## src/adcr_pkg.sv

```systemverilog
// Shared constants, types and helpers for the converter link
package adcr_pkg;

  // Data widths and filter depth
  localparam int ADCR_MOD_W      = 18;
  localparam int ADCR_WORD_W     = 16;
  localparam int ADCR_NUM_STAGES = 3;
  localparam int ADCR_FLUSH_W    = 9;

  // Full scale of the output word, in modulator units
  localparam logic signed [ADCR_MOD_W-1:0] ADCR_FS_POS  = 18'h07fff;
  localparam logic signed [ADCR_MOD_W-1:0] ADCR_FS_NEG  = 18'h38000;
  // Modulator clip level, 3% past full scale
  localparam logic signed [ADCR_MOD_W-1:0] ADCR_MOD_POS = 18'h083d6;
  localparam logic signed [ADCR_MOD_W-1:0] ADCR_MOD_NEG = 18'h37c2a;

  // Timing: core clock rate and documented delays
  localparam int ADCR_CLK_MHZ       = 200;
  localparam int ADCR_DAV_DLY_NS    = 15;
  localparam int ADCR_DAV_DLY_CYC   =
    (ADCR_DAV_DLY_NS * ADCR_CLK_MHZ + 999) / 1000;
  // Modulator flag delay is 3.5 periods, held as half periods
  localparam int ADCR_MOD_OTR_HALF  = 7;
  localparam int ADCR_MOD_OTR_CYC   = (ADCR_MOD_OTR_HALF + 1) / 2;
  // Least reset hold: one sample period
  localparam int ADCR_RST_HOLD_CYC  = 1;

  // Flush lengths in samples per decimation mode
  localparam logic [ADCR_FLUSH_W-1:0] ADCR_FLUSH_8X = 9'h141;
  localparam logic [ADCR_FLUSH_W-1:0] ADCR_FLUSH_4X = 9'h06c;
  localparam logic [ADCR_FLUSH_W-1:0] ADCR_FLUSH_2X = 9'h017;
  localparam logic [ADCR_FLUSH_W-1:0] ADCR_FLUSH_1X = 9'h001;

  // Decimation modes
  typedef enum logic [3:0] {
    ADCR_DEC1 = 4'h1,
    ADCR_DEC2 = 4'h2,
    ADCR_DEC4 = 4'h4,
    ADCR_DEC8 = 4'h8
  } adcr_mode_type;

  // Divider mask: ratio minus one
  function automatic logic [2:0] decMask(input adcr_mode_type m);
    case (m)
      ADCR_DEC2: return 3'h1;
      ADCR_DEC4: return 3'h3;
      ADCR_DEC8: return 3'h7;
      default:   return 3'h0;
    endcase
  endfunction

  // Samples to discard after a reset pulse
  function automatic logic [ADCR_FLUSH_W-1:0] flushLen(
    input adcr_mode_type m);
    case (m)
      ADCR_DEC2: return ADCR_FLUSH_2X;
      ADCR_DEC4: return ADCR_FLUSH_4X;
      ADCR_DEC8: return ADCR_FLUSH_8X;
      default:   return ADCR_FLUSH_1X;
    endcase
  endfunction

endpackage

```

## src/adcr_link_if.sv

```systemverilog
// Link between the converter end and the capture end
`timescale 1ns/1ps
interface adcr_link_if;
  import adcr_pkg::*;

  // Reset from capture end, active low
  logic                   resetN;
  // Converter outputs
  logic                   dataValidStrobe;
  logic [ADCR_WORD_W-1:0] outputWordBits;
  logic                   overrangeFlag;

  modport dev (
    input  resetN,
    output dataValidStrobe,
    output outputWordBits,
    output overrangeFlag
  );

  modport cap (
    output resetN,
    input  dataValidStrobe,
    input  outputWordBits,
    input  overrangeFlag
  );
endinterface

```

## src/adcr_device.sv

```systemverilog
// Converter end: reset, divider, decimation, overrange and word output
`timescale 1ns/1ps
module adcr_device
  import adcr_pkg::*;
(
  // Clock, reset and freeze
  input  wire logic                         core_clk,
  input  wire logic                         rst,
  input  wire logic                         ce,
  // Modulator data, same clock domain
  input  wire logic signed [ADCR_MOD_W-1:0] modSample,
  // Mode comparators, thermometer coded, asynchronous
  input  wire logic [2:0]                   modeCmp,
  // Link to capture end
  adcr_link_if.dev                          link
);

  localparam int NSTG = ADCR_NUM_STAGES;
  localparam int DDLY = ADCR_DAV_DLY_CYC;
  localparam int ODLY = ADCR_MOD_OTR_CYC;

  typedef logic signed [ADCR_MOD_W-1:0] adcr_smp_type;

  // Limit a value to the output word range
  function automatic adcr_smp_type satFs(input adcr_smp_type v);
    if (v > ADCR_FS_POS)
      return ADCR_FS_POS;
    else if (v < ADCR_FS_NEG)
      return ADCR_FS_NEG;
    else
      return v;
  endfunction

  // True when a value lies past full scale
  function automatic logic pastFs(input adcr_smp_type v);
    return (v > ADCR_FS_POS) || (v < ADCR_FS_NEG);
  endfunction

  // Link reset read directly, so no clock edge is needed to act
  logic running;
  assign running = link.resetN;

  // Mode comparator synchroniser and encoder
  logic [2:0]    cmpMeta_q;
  logic [2:0]    cmpMeta_d;
  logic [2:0]    cmpSync_q;
  logic [2:0]    cmpSync_d;
  adcr_mode_type mode_q;
  adcr_mode_type mode_d;

  // Highest comparator wins, so a torn code still picks a mode
  always_comb
  begin
    cmpMeta_d = modeCmp;
    cmpSync_d = cmpMeta_q;
    casez (cmpSync_q)
      3'b1??:  mode_d = ADCR_DEC1;
      3'b01?:  mode_d = ADCR_DEC4;
      3'b001:  mode_d = ADCR_DEC2;
      default: mode_d = ADCR_DEC8;
    endcase
  end

  // Latched every edge; a mode change mid-run corrupts one word
  always_ff @(posedge core_clk)
  begin
    if (rst)
    begin
      cmpMeta_q <= 3'h0;
      cmpSync_q <= 3'h0;
      mode_q    <= ADCR_DEC8;
    end
    else if (ce)
    begin
      cmpMeta_q <= cmpMeta_d;
      cmpSync_q <= cmpSync_d;
      mode_q    <= mode_d;
    end
  end

  // Divider, strobe delay line and modulator front end
  logic [2:0]        divCnt_q;
  logic [2:0]        divCnt_d;
  logic [DDLY-1:0]   davPipe_q;
  logic [DDLY-1:0]   davPipe_d;
  logic [ODLY-1:0]   modFlag_q;
  logic [ODLY-1:0]   modFlag_d;
  adcr_smp_type      modReg_q;
  adcr_smp_type      modReg_d;
  logic [2:0]        mask;
  logic              davRaw;

  always_comb
  begin
    mask      = decMask(mode_q);
    // High in the first half of each ratio group, and on every cycle in 1x mode
    davRaw    = running && ((divCnt_q & (mask ^ (mask >> 1))) == 3'h0);
    davPipe_d = {davPipe_q[DDLY-2:0], davRaw};
    modFlag_d = {modFlag_q[ODLY-2:0],
                 modSample > ADCR_MOD_POS || modSample < ADCR_MOD_NEG};
    divCnt_d  = divCnt_q + 3'h1;
    if (modSample > ADCR_MOD_POS)
      modReg_d = ADCR_MOD_POS;
    else if (modSample < ADCR_MOD_NEG)
      modReg_d = ADCR_MOD_NEG;
    else
      modReg_d = modSample;
    if (!running)
    begin
      // Dividers and modulator stay cleared while reset is low
      divCnt_d  = 3'h0;
      davPipe_d = '0;
      modFlag_d = '0;
      modReg_d  = '0;
    end
  end

  always_ff @(posedge core_clk)
  begin
    if (rst)
    begin
      divCnt_q  <= 3'h0;
      davPipe_q <= '0;
      modFlag_q <= '0;
      modReg_q  <= '0;
    end
    else if (ce)
    begin
      divCnt_q  <= divCnt_d;
      davPipe_q <= davPipe_d;
      modFlag_q <= modFlag_d;
      modReg_q  <= modReg_d;
    end
  end

  // Three half-band stages, each a pair average with its own toggle
  adcr_smp_type    stgIn  [NSTG];
  adcr_smp_type    stgOut [NSTG];
  logic [NSTG-1:0] inVld;
  logic [NSTG-1:0] stgVld;
  logic [NSTG-1:0] stgLim;

  genvar k;
  generate
    for (k = 0; k < NSTG; k++)
    begin : g_stage
      adcr_smp_type        hold_q;
      adcr_smp_type        hold_d;
      adcr_smp_type        out_q;
      adcr_smp_type        out_d;
      adcr_smp_type        avg;
      logic [ADCR_MOD_W:0] sum;
      logic                tg_q;
      logic                tg_d;
      logic                vld_q;
      logic                vld_d;
      logic                lim_q;
      logic                lim_d;

      if (k == 0)
      begin : g_first
        assign stgIn[k] = modReg_q;
        assign inVld[k] = running;
      end
      else
      begin : g_next
        assign stgIn[k] = stgOut[k-1];
        assign inVld[k] = running && stgVld[k-1];
      end

      // Data registers ignore link reset; only the toggle and the valid pulse clear
      always_comb
      begin
        sum   = {hold_q[ADCR_MOD_W-1], hold_q}
              + {stgIn[k][ADCR_MOD_W-1], stgIn[k]};
        avg   = sum[ADCR_MOD_W:1];
        hold_d = hold_q;
        out_d  = out_q;
        lim_d  = lim_q;
        tg_d   = tg_q;
        vld_d  = 1'b0;
        if (inVld[k])
        begin
          tg_d = !tg_q;
          if (!tg_q)
            hold_d = stgIn[k];
          else
          begin
            vld_d = 1'b1;
            if (k == NSTG - 1)
            begin
              out_d = satFs(avg);
              lim_d = pastFs(avg);
            end
            else
              out_d = avg;
          end
        end
        if (!running)
          tg_d = 1'b0;
      end

      always_ff @(posedge core_clk)
      begin
        if (rst)
        begin
          hold_q <= '0;
          out_q  <= '0;
          tg_q   <= 1'b0;
          vld_q  <= 1'b0;
          lim_q  <= 1'b0;
        end
        else if (ce)
        begin
          hold_q <= hold_d;
          out_q  <= out_d;
          tg_q   <= tg_d;
          vld_q  <= vld_d;
          lim_q  <= lim_d;
        end
      end

      assign stgOut[k] = out_q;
      assign stgVld[k] = vld_q;
      assign stgLim[k] = lim_q;
    end
  endgenerate

  // Output tap, word register and overrange flag
  logic [ADCR_WORD_W-1:0] pend_q;
  logic [ADCR_WORD_W-1:0] pend_d;
  logic [ADCR_WORD_W-1:0] word_q;
  logic [ADCR_WORD_W-1:0] word_d;
  logic                   davPrev_q;
  logic                   davPrev_d;
  logic                   otr_q;
  logic                   otr_d;
  logic                   davNow;
  adcr_smp_type           tap;
  logic                   tapVld;
  adcr_smp_type           tapSat;

  always_comb
  begin
    case (mode_q)
      ADCR_DEC2: tap = stgOut[0];
      ADCR_DEC4: tap = stgOut[1];
      ADCR_DEC8: tap = stgOut[2];
      default:   tap = modReg_q;
    endcase
    case (mode_q)
      ADCR_DEC2: tapVld = stgVld[0];
      ADCR_DEC4: tapVld = stgVld[1];
      ADCR_DEC8: tapVld = stgVld[2];
      default:   tapVld = running;
    endcase
    tapSat    = satFs(tap);
    davNow    = davPipe_q[DDLY-1] && running;
    davPrev_d = davNow;
    pend_d    = tapVld ? tapSat[ADCR_WORD_W-1:0] : pend_q;
    // Word moves the edge after the strobe rises, or every edge in 1x mode; frozen during reset
    word_d    = ((davNow && !davPrev_q) || (mode_q == ADCR_DEC1 && running))
              ? pend_q : word_q;
    otr_d     = modFlag_q[ODLY-1] || stgLim[NSTG-1];
  end

  always_ff @(posedge core_clk)
  begin
    if (rst)
    begin
      pend_q    <= '0;
      word_q    <= '0;
      davPrev_q <= 1'b0;
      otr_q     <= 1'b0;
    end
    else if (ce)
    begin
      pend_q    <= pend_d;
      word_q    <= word_d;
      davPrev_q <= davPrev_d;
      otr_q     <= otr_d;
    end
  end

  // Strobe gated by the live reset so it drops without an edge
  assign link.dataValidStrobe = davPipe_q[DDLY-1] && running;
  assign link.outputWordBits  = word_q;
  assign link.overrangeFlag   = otr_q;

endmodule

```

## src/flat_wrapper.sv

```systemverilog
// flat-port wrapper written by rule: the top's interface ports become plain ports
module adcr_device_flat import adcr_pkg::*;
  (core_clk, rst, ce, modSample, modeCmp, link_resetN, link_dataValidStrobe, link_outputWordBits, link_overrangeFlag);
  adcr_link_if link_i ();
  input  wire logic core_clk;
  input  wire logic rst;
  input  wire logic ce;
  input  wire logic signed [ADCR_MOD_W-1:0] modSample;
  input  wire logic [2:0] modeCmp;
  input wire logic [$bits(link_i.resetN)-1:0] link_resetN;
  output wire logic [$bits(link_i.dataValidStrobe)-1:0] link_dataValidStrobe;
  output wire logic [$bits(link_i.outputWordBits)-1:0] link_outputWordBits;
  output wire logic [$bits(link_i.overrangeFlag)-1:0] link_overrangeFlag;
  assign link_i.resetN = link_resetN;
  assign link_dataValidStrobe = link_i.dataValidStrobe;
  assign link_outputWordBits = link_i.outputWordBits;
  assign link_overrangeFlag = link_i.overrangeFlag;
  adcr_device u_core (.core_clk(core_clk), .rst(rst), .ce(ce), .modSample(modSample), .modeCmp(modeCmp), .link(link_i));
endmodule
```

## config.mk

```make
export PLATFORM = sky130hd
export DESIGN_NAME = adcr_device_flat
export DESIGN_NICKNAME = d
export VERILOG_FILES = /design/src/adcr_pkg.sv /design/src/adcr_link_if.sv /design/src/adcr_device.sv /design/src/flat_wrapper.sv
export SDC_FILE = /design/constraint.sdc
export NUM_CORES = 1
export LEC_CHECK = 0
export ABC_AREA = 0
export BUFFER_PORTS_ARGS = -buffer_cell sky130_fd_sc_hd__buf_4
export CAP_MARGIN = 20
export CORE_UTILIZATION = 50
export DETAILED_ROUTE_END_ITERATION = 10
export PLACE_DENSITY_LB_ADDON = 0.3
export SYNTH_ARGS = -nofsm -noshare
export SYNTH_HDL_FRONTEND = slang
export SYNTH_SLANG_ARGS = --single-unit
export TNS_END_PERCENT = 100
```

## constraint.sdc

```tcl
create_clock -name core_clk -period 5.4 [get_ports core_clk]
set_input_delay 1.08 -clock core_clk [delete_from_list [all_inputs] [get_ports core_clk]]
set_output_delay 1.08 -clock core_clk [all_outputs]
set_load 0.005 [all_outputs]
```

---- After elaboration in Yosys (flattened, before gate mapping) ----
Cells that the tools add are included.
storage, ports and cells
  bits in registers ....................... 187
  bits of input ports ..................... 25
  output and inout bits ................... 18
  word-level logic and storage cells ...... 97
cells by class
  add/sub/neg operators ................... 4
  magnitude comparators ................... 6
  equal/unequal tests ..................... 8
  mux-type cells .......................... 25
  bitwise operators ....................... 5
  reductions and logical operators ........ 25
operator list
  cell                                                                                count
  18-bit two-way mux                                                                  5
  18-bit by 18-bit adder with 19-bit output                                           3
  18-bit one-hot mux with 3 select lines                                              1
  18-bit by 16-bit greater-than comparator with 1-bit output (second input constant)  2
  18-bit by 16-bit < comparator with 1-bit output (second input constant)             2
  16-bit two-way mux                                                                  2
  18-bit by 17-bit greater-than comparator with 1-bit output (second input constant)  1
  18-bit by 17-bit < comparator with 1-bit output (second input constant)             1
  3-bit AND reduction                                                                 6
  4-bit one-hot mux with 3 select lines                                               1
  1-bit two-way mux                                                                   11
  3-bit one-hot mux with 3 select lines                                               1
  2-bit AND reduction                                                                 4
  1-bit logical AND                                                                   6
  3-bit two-way mux                                                                   2
  4-bit by 1-bit == test with 1-bit output (second input constant)                    1
  4-bit by 2-bit == test with 1-bit output (second input constant)                    1
  4-bit by 3-bit == test with 1-bit output (second input constant)                    1
  4-bit == test (second input constant)                                               1
  1-bit logical NOT                                                                   4
  1-bit logical OR                                                                    4
  4-bit two-way mux                                                                   1
  2-bit by 1-bit inequality test with 1-bit output (second input constant)            2
  3-bit by 1-bit adder with 3-bit output (second input constant)                      1
  other kinds (7)                                                                     9

---- Logic depth before layout (Yosys ltp) ----
Gate-level depths: netlist of the first run.
  depth after elaboration ................. 7
  depth in mapped cells ................... 15

---- Worst setup path before layout of the first run ----
No wires, ideal clock.
  path type ............................... register -> register
  start ................................... register u_core.g_stage[1].out_q[1]
  end ..................................... register u_core.g_stage[2].out_q[10]
  library setup time ...................... 0.130 ns
  arrival ................................. 3.219 ns
  path slack .............................. 2.051 ns
  cell stages (with the launch flop) ...... 16
  path buffers ............................ 1
  clock period less this slack ............ 3.349 ns
  path through ............................ dfxtp_1 inv_1 fa_1 nor2b_1 o2111ai_1 nand3_1 a31oi_1 o21ai_1 xor2_1 nand3b_1 ha_1 clkbuf_1 nor4bb_1 a211o_1 a2111oi_0 a21oi_1
on the way
  cells in the longest elaborated chain, start to end .. 4
  elaborated cells between the ends (all ways) .. 5
  classes of those cells .................. add/sub: 1; order compare: 2; mux: 2
RTL lines
  what                                             RTL line            RTL
  from (decl)                                      adcr_device.sv:149  adcr_smp_type out_q;
  from (signal assigned)                           adcr_device.sv:216  out_q <= out_d;
  18-bit by 18-bit adder with 19-bit output *      adcr_device.sv:175  + {stgIn[k][ADCR_MOD_W-1], stgIn[k]};
  18-bit by 16-bit < comparator with 1-bit output  adcr_device.sv:28   else if (v < ADCR_FS_NEG)
  18-bit two-way mux                               adcr_device.sv:28
  18-bit two-way mux *                             adcr_device.sv:26   if (v > ADCR_FS_POS)
  to (signal assigned)                             adcr_device.sv:216
  to (decl)                                        adcr_device.sv:149
Mark *: on every way between the ends. The rest lies on a longest branch, timed or not.
A chain may end at the register's enable or synchronous reset.

---- Worst setup path in the final report of the first run ----
Same ends and word-level chain as after synthesis.

==> reports/metrics.cfg, run 1 <==
[outcome]
status = finished clean

[clock_network]
clkLatencyLatePin_ns = 0.44
cts_root_buffer = clkbuf_16
cts_buffer_depth = 2
ctsResizeCount = 0
ctsHtreeMaxLevel = 4
cts.clk_slew.worst_paths_ns = 0.08
cts_tree = yes
cts_sinks = 187
cts_buffers = 17
cts_setup_buffers = 0
holdBufCountCts = 0

[synth]
synthDistinctLibCells = 71
synth.avg_cell_area_sq_um = 8.12
syn-num-nets = 1285
async_flop_share = 0
yosys_most_used_dff = dfxtp_1
ys_ff_latch = 187
netlist_area_sq_mm = 0.00977
synth_edf_count = 0
postSynthCellCount = 1203
synth-warning-count = 0
seq_area_frac_synth = 0.383

[detailed_routing]
routed_via_density = 5.75
drc_errors = 0
drt_iter0_drc = 742
first_pass_iters = 6
vias = 8497
wirelength_um = 24600
routedWlPerCell_um = 16.6
ant_nets = 0

[timing]
final_hold_viol_count = 0
tns_ns = 0
fmax_mhz = 256
slew_violations = 0
finalClockSkew_ns = 0.0203
setup-violations-final = 0
relSlewSlack = 0.261
setup_ws_ns = 1.50
worst-slew-pin-transition_ns = 1.11
rsz0062_at_grt = false
min_period_over_period = 0.723
min_period_ns = 3.90
hold_ws_ns = 0.462

[worst_setup_path]
cp-start-kind = register
crit_path_end_kind = register
crit_start = u_core.g_stage[1].out_q[1]
reg2reg_from = u_core.g_stage[1].out_q[1]
worstPathArrival_ns = 4.21
cpMaxStageDelayCell = ha_1
required_ns = 5.71
crit_type = reg -> reg
cpPeakStageDelay_ns = 0.62
crit_fanout = 19
worstPathCellList = inv_1, fa_1, nor2b_1, o2111ai_1, nand3_1, a31oi_1, o21ai_1, xor2_1, nand3b_1, ha_1, nor4bb_1, a211o_1, a2111oi_0, a21oi_1

[final_layout]
area_delta_synth_final_pct = 10.7
drive_gt1_frac = 0.0796
antenna_cells = 0
ff_latch_area_sq_mm = 0.00374
final_cell_mix = 204 x nand2_1, 187 x dfxtp_1, 151 x a21oi_1
multi_input_area_sq_mm = 0.00569
fin_nets = 1288
fillerInstances = 1762
layout.cells.most_common = nand2_1

[die]
die_y_um = 142
die-area_sq_mm = 0.0201
start_util = 0.515
io_pins = 43
core-area_sq_mm = 0.0190
die_w_um = 142
rows = 50

[global_routing]
antenna_found_initial = 0
grt_first_pass_wirelength_um = 39400
grt_max_degree = 106
grt_pass1_vias = 7711
grtUsageTotal = 0.251
overflow = 0

[pwr]
seqPwrFrac = 0.499
finalPower_uw = 2850
p_per_area_mw_per_mm2 = 263
pwr-share-clk = 0.450
swShare = 0.257
peakVddDrop_mv = 0.227
p_sw_uw = 731
p_int_uw = 2120
p_comb_frac = 0.051
p_leak_uw = 0.00433

[placement]
pre_cts_slack_ns = 1.56
routabilityCongestion = 0.889
numPortBuffers = 42
post-dp-hpwl_um = 17500

[job]
max-cap-violations = 0

[hold_path]
hold_path_class = reg -> reg
hp-start = u_core.g_stage[1].hold_q[13]

cell families after synthesis:
group,after synthesis,synth area share
xor gates and xnor gates,34,0.0305
adders and majority gates,57,0.0753
buffers and inverters,91,0.0364
and+or+nand+nor,451,0.214
AOI/OAI and AO/OA,357,0.234
muxes,26,0.0266
DFF,187,0.383
metrics by stage:
stage	util	std cells	area (sq um)
after detailed placement	0.538	1445	10200
after CTS	0.570	1477	10800
after floorplan	-	1203	9770
final	0.570	1479	10800
after global placement	0.538	1445	10200
after global routing	0.570	1479	10800
final timing paths:
check / end / slack (ns) / cells after the start
max: u_core.g_stage[2].out_q[10] / 1.50 / 14
min: u_core.g_stage[1].hold_q[13] / 0.46 / 2
max reg2reg: u_core.g_stage[2].out_q[10] / 1.50 / 14
min reg2reg: u_core.g_stage[1].hold_q[13] / 0.46 / 2
cell type report:
class,count,share of cell area
well taps,260,0.0301
clock buffers,18,0.0397
flip-flops and latches,187,0.346
multi-input cells,925,0.526
clock inverters,14,0.0160
repair buffers,47,0.0326
inverters,28,0.00972
routing by layer:
layer  track usage  wire length, um  vias up
li1              -                -     4302
met1         0.343            11600     3948
met2         0.396            11000      212
met3        0.0506             1460       35
met4        0.0798              544        0
met5             0                0        -
registers in the layout, indices dropped and copies added, names as in the netlist:
name / count
u_core.g_stage.out_q: 54
u_core.modFlag_q: 4
u_core.divCnt_q: 3
u_core.link.overrangeFlag: 1
u_core.link.outputWordBits: 16
u_core.cmpMeta_q: 3
u_core.cmpSync_q: 3
u_core.modReg_q: 18
u_core.mode_q: 4
u_core.g_stage.tg_q: 3
u_core.davPipe_q: 3
u_core.g_stage.lim_q: 1
u_core.g_stage.hold_q: 54
u_core.pend_q: 16
u_core.g_stage.vld_q: 3
u_core.davPrev_q: 1
cell usage after synthesis (20+ instances only):
cell type / count / share of area
nand2_1: 204 / 0.078
dfxtp_1: 187 / 0.38
a21oi_1: 151 / 0.077
nor2_1: 83 / 0.032
ha_1: 54 / 0.069
clkbuf_1: 50 / 0.019
o21ai_0: 38 / 0.019
nor3_1: 30 / 0.015
nand3_1: 29 / 0.015
inv_1: 28 / 0.011
mux2i_1: 26 / 0.027
nand2b_1: 26 / 0.017
a22o_1: 25 / 0.022
o21a_1: 23 / 0.018
o21ai_1: 22 / 0.011
xnor2_1: 20 / 0.018
power groups by stage:
stage	sequential, uW	clock, uW	combinational (uW)
floorplan	1440	0	107
global placement	1450	0	142
detailed placement	1450	0	143
CTS	1420	1290	144
global route	1420	1350	162
finish	1420	1280	146
critical path: cells and delay by family (launching register included):
kind / cells / cell delay, ns
compound gates: 6 / 1.25
fa+ha+maj: 2 / 1.04
simple gates: 4 / 0.65
buf+inv: 1 / 0.08
flops: 1 / 0.41
xor+xnor: 1 / 0.34
No activity file was read; power rests on OpenSTA's default activity.
==> run 2, diff against run 1 <==
==> constraint.sdc (replaced) <==
create_clock -name core_clk -period 3.9 [get_ports core_clk]
set_input_delay 0.78 -clock core_clk [delete_from_list [all_inputs] [get_ports core_clk]]
set_output_delay 0.78 -clock core_clk [all_outputs]
set_load 0.005 [all_outputs]
==> run 2 against run 1 <==
Net effect: sequential power grew 39%; register-to-register slack got worse by 1.1 ns; combinational power grew 45%; die area is the same; hold slack lost 0.00078 ns; critical path depth up 1; critical endpoint unchanged; highest routed layer unchanged.
==> reports/metrics.cfg, run 2 (synthesis results as in run 1) <==
[final_layout]
multi_input_area_sq_mm = 0.00570  ; +0.20%
final_cell_mix = 204 x nand2_1, 187 x dfxtp_1, 151 x a21oi_1
ff_latch_area_sq_mm = 0.00374  ; unchanged
layout.cells.most_common = nand2_1
drive_gt1_frac = 0.0953  ; +0.0157
fin_nets = 1307  ; +1.5%
fillerInstances = 1718  ; -2.5%
reg.largest.list = u_core.g_stage.hold_q: 54 flops, u_core.g_stage.out_q: 54 flops, u_core.modReg_q: 18 flops
area_delta_synth_final_pct = 12.4
antenna_cells = 0  ; unchanged

[timing]
min_period_ns = 3.54  ; -0.360 ns
fmax_mhz = 282  ; +10%
rsz0062_at_grt = false
worst-slew-pin-transition_ns = 0.762  ; -0.346 ns
setup-violations-final = 0  ; unchanged
min_period_over_period = 0.908  ; +0.186
final_hold_viol_count = 0  ; unchanged
tns_ns = 0  ; unchanged
slew_violations = 0  ; unchanged
hold_ws_ns = 0.461  ; -0.000780 ns
finalClockSkew_ns = 0.00924  ; -0.0111 ns
relSlewSlack = 0.492  ; +0.231

[worst_setup_path]
cp-start-kind = register
worstPathArrival_ns = 3.83  ; -0.38 ns
reg2reg_from = u_core.g_stage[1].out_q[1]
crit_path_end_kind = register
worst-r2r-cell-count = 15  ; +1
crit_fanout = 15  ; -4
timing.rr.end = u_core.g_stage[2].out_q[10]
required_ns = 4.19  ; -1.52 ns
crit_type = reg -> reg
r2r_slack_ns = 0.36  ; -1.14 ns

[hold_path]
hp-start = u_core.g_stage[0].hold_q[15]
hold_path_class = reg -> reg
hold_depth = 2  ; unchanged
hold_path_end = u_core.g_stage[0].hold_q[15]

[detailed_routing]
vias = 8521  ; +0.28%
drt_iter0_drc = 662  ; -11%
wirelength_um = 24500  ; -0.30%
ant_nets = 0  ; unchanged
drc_errors = 0  ; unchanged
routed_via_density = 5.69  ; -0.99%
routedWlPerCell_um = 16.4  ; -1.6%
first_pass_iters = 5  ; -1

[placement]
routabilityCongestion = 0.908  ; +2.2%
post-dp-hpwl_um = 17900  ; +2.3%
numPortBuffers = 42  ; unchanged

[global_routing]
grt_pass1_vias = 7763  ; +0.67%
antenna_found_initial = 0  ; unchanged
grt_first_pass_wirelength_um = 40100  ; +1.9%
overflow = 0  ; unchanged
grtUsageTotal = 0.253  ; +0.00239
grt_max_degree = 71  ; -33%

[clock_network]
cts_root_buffer = clkbuf_16
cts_sinks = 187  ; unchanged
clkLatencyLatePin_ns = 0.43  ; about the same
cts.clk_slew.worst_paths_ns = 0.07  ; about the same
cts_buffers = 17  ; unchanged
ctsHtreeMaxLevel = 4  ; unchanged
holdBufCountCts = 0  ; unchanged
cts_buffer_depth = 2  ; unchanged
cts_tree = yes
cts_setup_buffers = 0  ; unchanged

[job]
max-cap-violations = 0  ; unchanged

[die]
start_util = 0.515  ; unchanged
io_pins = 43  ; unchanged
die_y_um = 142  ; unchanged
core-area_sq_mm = 0.0190  ; unchanged
die-area_sq_mm = 0.0201  ; unchanged
die_w_um = 142  ; unchanged
rows = 50  ; unchanged

[pwr]
p_per_area_mw_per_mm2 = 359  ; +36%
p_leak_uw = 0.00443  ; +2.4%
finalPower_uw = 3940  ; +38%
peakVddDrop_mv = 0.374  ; +65%

[outcome]
status = finished clean

run 2: routing by layer:
layer	part of all wire	GRT usage	wire length (um)	up-vias
met2	0.44	0.394	10800	234
met4	0.020	0.0849	491	0
li1	-	-	-	4336
met1	0.47	0.355	11600	3924
met3	0.065	0.0425	1600	27
met5	0	0	0	-
run 2: layout make-up:
| type | instances | area share |
|---|---|---|
| Sequential cell | 187 | 0.341 |
| Clock inverter | 14 | 0.0161 |
| Clock buffer | 18 | 0.0391 |
| Inverter | 28 | 0.00957 |
| Multi-Input combinational cell | 925 | 0.519 |
| Timing Repair Buffer | 66 | 0.0458 |
| Tap cell | 260 | 0.0296 |
run 2: per-stage QoR:
step           cells  setup WS (ns)   util  cell area, sq um
6_report        1498          0.357  0.579             11000
5_1_grt         1498         0.0465  0.579             11000
4_1_cts         1496          0.312  0.577             10900
3_5_place_dp    1464          0.326  0.545             10300
3_3_place_gp    1464          0.426  0.545             10300
2_1_floorplan   1203          0.551      -              9770
run 2: how the worst max path moves through the flow:
stage                          startpoint  cells past startpoint  slack [ns]                           to
6_report       u_core.g_stage[1].out_q[1]                     15        0.36  u_core.g_stage[2].out_q[10]
5_1_grt        u_core.g_stage[1].out_q[0]                     15        0.05  u_core.g_stage[2].out_q[10]
4_1_cts        u_core.g_stage[1].out_q[0]                     15        0.31  u_core.g_stage[2].out_q[10]
3_5_place_dp   u_core.g_stage[1].out_q[0]                     15        0.33  u_core.g_stage[2].out_q[10]
3_3_place_gp   u_core.g_stage[1].out_q[1]                     15        0.43  u_core.g_stage[2].out_q[10]
2_1_floorplan  u_core.g_stage[1].out_q[1]                     15        0.55  u_core.g_stage[2].out_q[10]
run 2: worst max-delay path, cell delays in order (launching register included):
cell       delay [ns]
dfxtp_1          0.41
inv_1            0.08
fa_1             0.41
nor2b_1          0.20
o2111ai_1        0.16
nand3_1          0.17
a31oi_1          0.18
o21ai_2          0.21
xor2_2           0.26
nand3b_1         0.11
ha_1             0.36
buf_4            0.22
nand2b_1         0.13
nor4_1           0.04
a2111oi_0        0.34
a21oi_1          0.11
run 2: repair_timing:
action / 4_1_cts / 5_1_grt
setup endpoints to repair: 0 / 1
endpoints found under the hold margin: 0 / 0
resized for setup: 0 / 2
run 2: where the power goes:
group / switching [uW] / internal, uW / leakage [uW]
logic: 133 / 77.9 / 0.00263
registers: 32.8 / 1930 / 0.00151
clock network: 838 / 924 / 0.000294
==> run 3, diff against run 2 <==
--- a/config.mk
+++ b/config.mk
@@ -8,8 +8,9 @@
 export ABC_AREA = 0
 export BUFFER_PORTS_ARGS = -buffer_cell sky130_fd_sc_hd__buf_4
 export CAP_MARGIN = 20
-export CORE_UTILIZATION = 50
+export CORE_UTILIZATION = 30
 export DETAILED_ROUTE_END_ITERATION = 10
+export HOLD_SLACK_MARGIN = 0.15
 export PLACE_DENSITY_LB_ADDON = 0.3
 export SYNTH_ARGS = -nofsm -noshare
 export SYNTH_HDL_FRONTEND = slang
==> run 3 against run 2 <==
Net effect: hold slack lost 0.00061 ns; fmax fell by 2.0%; combinational power is essentially flat; flip-flop and latch count unchanged; critical path type unchanged; critical endpoint unchanged.
==> reports/metrics.cfg, run 3 (synthesis results as in run 1) <==
[global_routing]
overflow = 0  ; unchanged
grt_pass1_vias = 7664  ; -1.3%
grt_max_degree = 86  ; +21%
antenna_found_initial = 1  ; +1
grt_first_pass_wirelength_um = 41300  ; +3.0%
grtUsageTotal = 0.156  ; -0.0971

[die]
die_y_um = 182  ; +29%
core-area_sq_mm = 0.0318  ; +68%
die_w_um = 182  ; +29%
io_pins = 43  ; unchanged
rows = 65  ; +30%
start_util = 0.307  ; -0.208
die-area_sq_mm = 0.0333  ; +66%

[timing]
slew_violations = 0  ; unchanged
fmax_mhz = 277  ; -2.0%
final_hold_viol_count = 0  ; unchanged
setup-violations-final = 0  ; unchanged
finalClockSkew_ns = 0.0140  ; +0.00475 ns
setup_ws_ns = 0.285  ; -0.0723 ns
min_period_over_period = 0.927  ; +0.0185
hold_ws_ns = 0.460  ; -0.000613 ns
worst-slew-pin-transition_ns = 1.01  ; +0.244 ns
min_period_ns = 3.62  ; +0.0723 ns
relSlewSlack = 0.328  ; -0.164

[outcome]
status = finished clean

[clock_network]
cts_buffer_depth = 2  ; unchanged
cts_root_buffer = clkbuf_16
cts_sinks = 187  ; unchanged
ctsHtreeMaxLevel = 4  ; unchanged
clkLatencyLatePin_ns = 0.44  ; about the same
holdBufCountCts = 0  ; unchanged
cts_tree = yes
cts.clk_slew.worst_paths_ns = 0.08  ; about the same
cts_buffers = 17  ; unchanged

[placement]
numPortBuffers = 42  ; unchanged
post-dp-hpwl_um = 18900  ; +5.2%
pre_cts_slack_ns = 0.291  ; -0.0356 ns
routabilityCongestion = 0.887  ; -2.4%

[detailed_routing]
routed.top_layer = met4
m1WireLength_um = 13100  ; +13%
wirelength_um = 26000  ; +5.9%
drt_iter0_drc = 547  ; -17%
vias = 8492  ; -0.34%
drc_errors = 0  ; unchanged
ant_nets = 0  ; unchanged
first_pass_iters = 5  ; unchanged
routed-wl-met2_um = 11400  ; +5.2%
routedWlPerCell_um = 15.6  ; -4.8%
routed_via_density = 5.09  ; -10%
wl_met3_um = 1040  ; -35%

[final_layout]
layout.cells.most_common = nand2_1
final_cell_mix = 204 x nand2_1, 187 x dfxtp_1, 151 x a21oi_1
area_delta_synth_final_pct = 14.0
fin_util = 0.350  ; -0.229
reg.largest.list = u_core.g_stage.hold_q: 54 flops, u_core.g_stage.out_q: 54 flops, u_core.modReg_q: 18 flops
fin_nets = 1301  ; -0.46%
ff_latch_area_sq_mm = 0.00374  ; unchanged
antenna_cells = 0  ; unchanged
multi_input_area_sq_mm = 0.00569  ; about the same
drive_gt1_frac = 0.0909  ; -0.00441
fillerInstances = 3310  ; +93%

[worst_setup_path]
cpPeakStageDelay_ns = 0.41  ; about the same
worstPathArrival_ns = 3.91  ; +0.08 ns
crit_type = reg -> reg
r2r_slack_ns = 0.28  ; -0.07 ns
crit_path_end_kind = register
required_ns = 4.20  ; about the same
crit_fanout = 5  ; -10
worstPathCellList = inv_1, fa_1, nor2b_1, o2111ai_1, nand3_1, a31oi_1, o21ai_1, xor2_2, nand3b_1, ha_1, nor2_1, a211o_1, a2111oi_1, a21oi_1
worst-r2r-cell-count = 14  ; -1
cp-start-kind = register
cpMaxStageDelayCell = fa_1
timing.rr.end = u_core.g_stage[2].out_q[10]
reg2reg_from = u_core.g_stage[1].out_q[1]

[pwr]
p_int_uw = 2890  ; -1.5%
p_comb_frac = 0.054  ; about the same
finalPower_uw = 3900  ; -0.92%
swShare = 0.259  ; +0.00450
seqPwrFrac = 0.504  ; +0.005
p_sw_uw = 1010  ; +0.83%
peakVddDrop_mv = 0.205  ; -45%
p_leak_uw = 0.00439  ; -0.85%
p_per_area_mw_per_mm2 = 350  ; -2.4%
pwr-share-clk = 0.442  ; -0.005

[hold_path]
hold_depth = 2  ; unchanged
hp-start = u_core.g_stage[0].hold_q[10]
hold_path_class = reg -> reg
hold_path_end = u_core.g_stage[0].hold_q[10]

[job]
max-cap-violations = 0  ; unchanged

-- run 3: cell types whose count changed in the layout (fill, tap and decap cells not counted), moves of 2 or more --
cell / change
inv_8: -2
buf_4: -8
clkinv_4: +3
clkbuf_8: +2
clkinv_8: -2
-- run 3: per-stage QoR --
step | setup TNS (ns) | cells | cell area (sq um)
CTS | 0 | 1665 | 11100
floorplan | 0 | 1203 | 9770
global route | -0.0160 | 1667 | 11100
global placement | 0 | 1633 | 10500
detailed placement | 0 | 1633 | 10500
finish | 0 | 1667 | 11100
-- run 3: worst max-delay path: cells and delay by family (launching register included) --
| kind | cells | cell delay, ns |
|---|---|---|
| AO/OA/AOI/OAI | 6 | 1.36 |
| flip-flops | 1 | 0.40 |
| XOR/XNOR | 1 | 0.26 |
| adder cells (fa/ha/maj) | 2 | 0.80 |
| buffers and inverters | 1 | 0.08 |
| AND/OR/NAND/NOR | 4 | 0.58 |
-- run 3: how the worst max path moves through the flow --
stage / start / end / slack [ns] / depth (start not counted)
global route: u_core.g_stage[1].out_q[1] / u_core.g_stage[2].out_q[10] / -0.02 / 14
CTS: u_core.g_stage[1].out_q[1] / u_core.g_stage[2].out_q[10] / 0.25 / 14
floorplan: u_core.g_stage[1].out_q[1] / u_core.g_stage[2].out_q[10] / 0.55 / 15
global placement: u_core.g_stage[1].out_q[1] / u_core.g_stage[2].out_q[10] / 0.35 / 14
finish: u_core.g_stage[1].out_q[1] / u_core.g_stage[2].out_q[10] / 0.28 / 14
detailed placement: u_core.g_stage[1].out_q[1] / u_core.g_stage[2].out_q[10] / 0.29 / 14
-- run 3: timing repair --
item                                    4_1_cts  5_1_grt
gates resized for setup                       0        2
endpoints found under the setup margin        0        1
setup buffers                                 0        0
-- run 3: final cells by class --
type / instances / share of cell area
Clock buffer: 19 / 0.0406
Clock inverter: 13 / 0.0116
Inverter: 28 / 0.00943
Multi-Input combinational cell: 925 / 0.511
Sequential cell: 187 / 0.336
Tap cell: 435 / 0.0488
Timing Repair Buffer: 60 / 0.0426
-- run 3: power groups by stage --
stage	Clock (uW)	Combinational (uW)	Sequential, uW
6_report	1730	211	1960
5_1_grt	1820	235	1970
4_1_cts	1750	211	1960
3_5_place_dp	0	210	2010
2_1_floorplan	0	148	1990
3_3_place_gp	0	209	2010
-- run 3: routing by layer --
| metal | track usage | vias to the layer above |
|---|---|---|
| met2 | 0.242 | 169 |
| met3 | 0.0198 | 24 |
| li1 | - | 4310 |
| met5 | 0 | - |
| met1 | 0.224 | 3989 |
| met4 | 0.0477 | 0 |
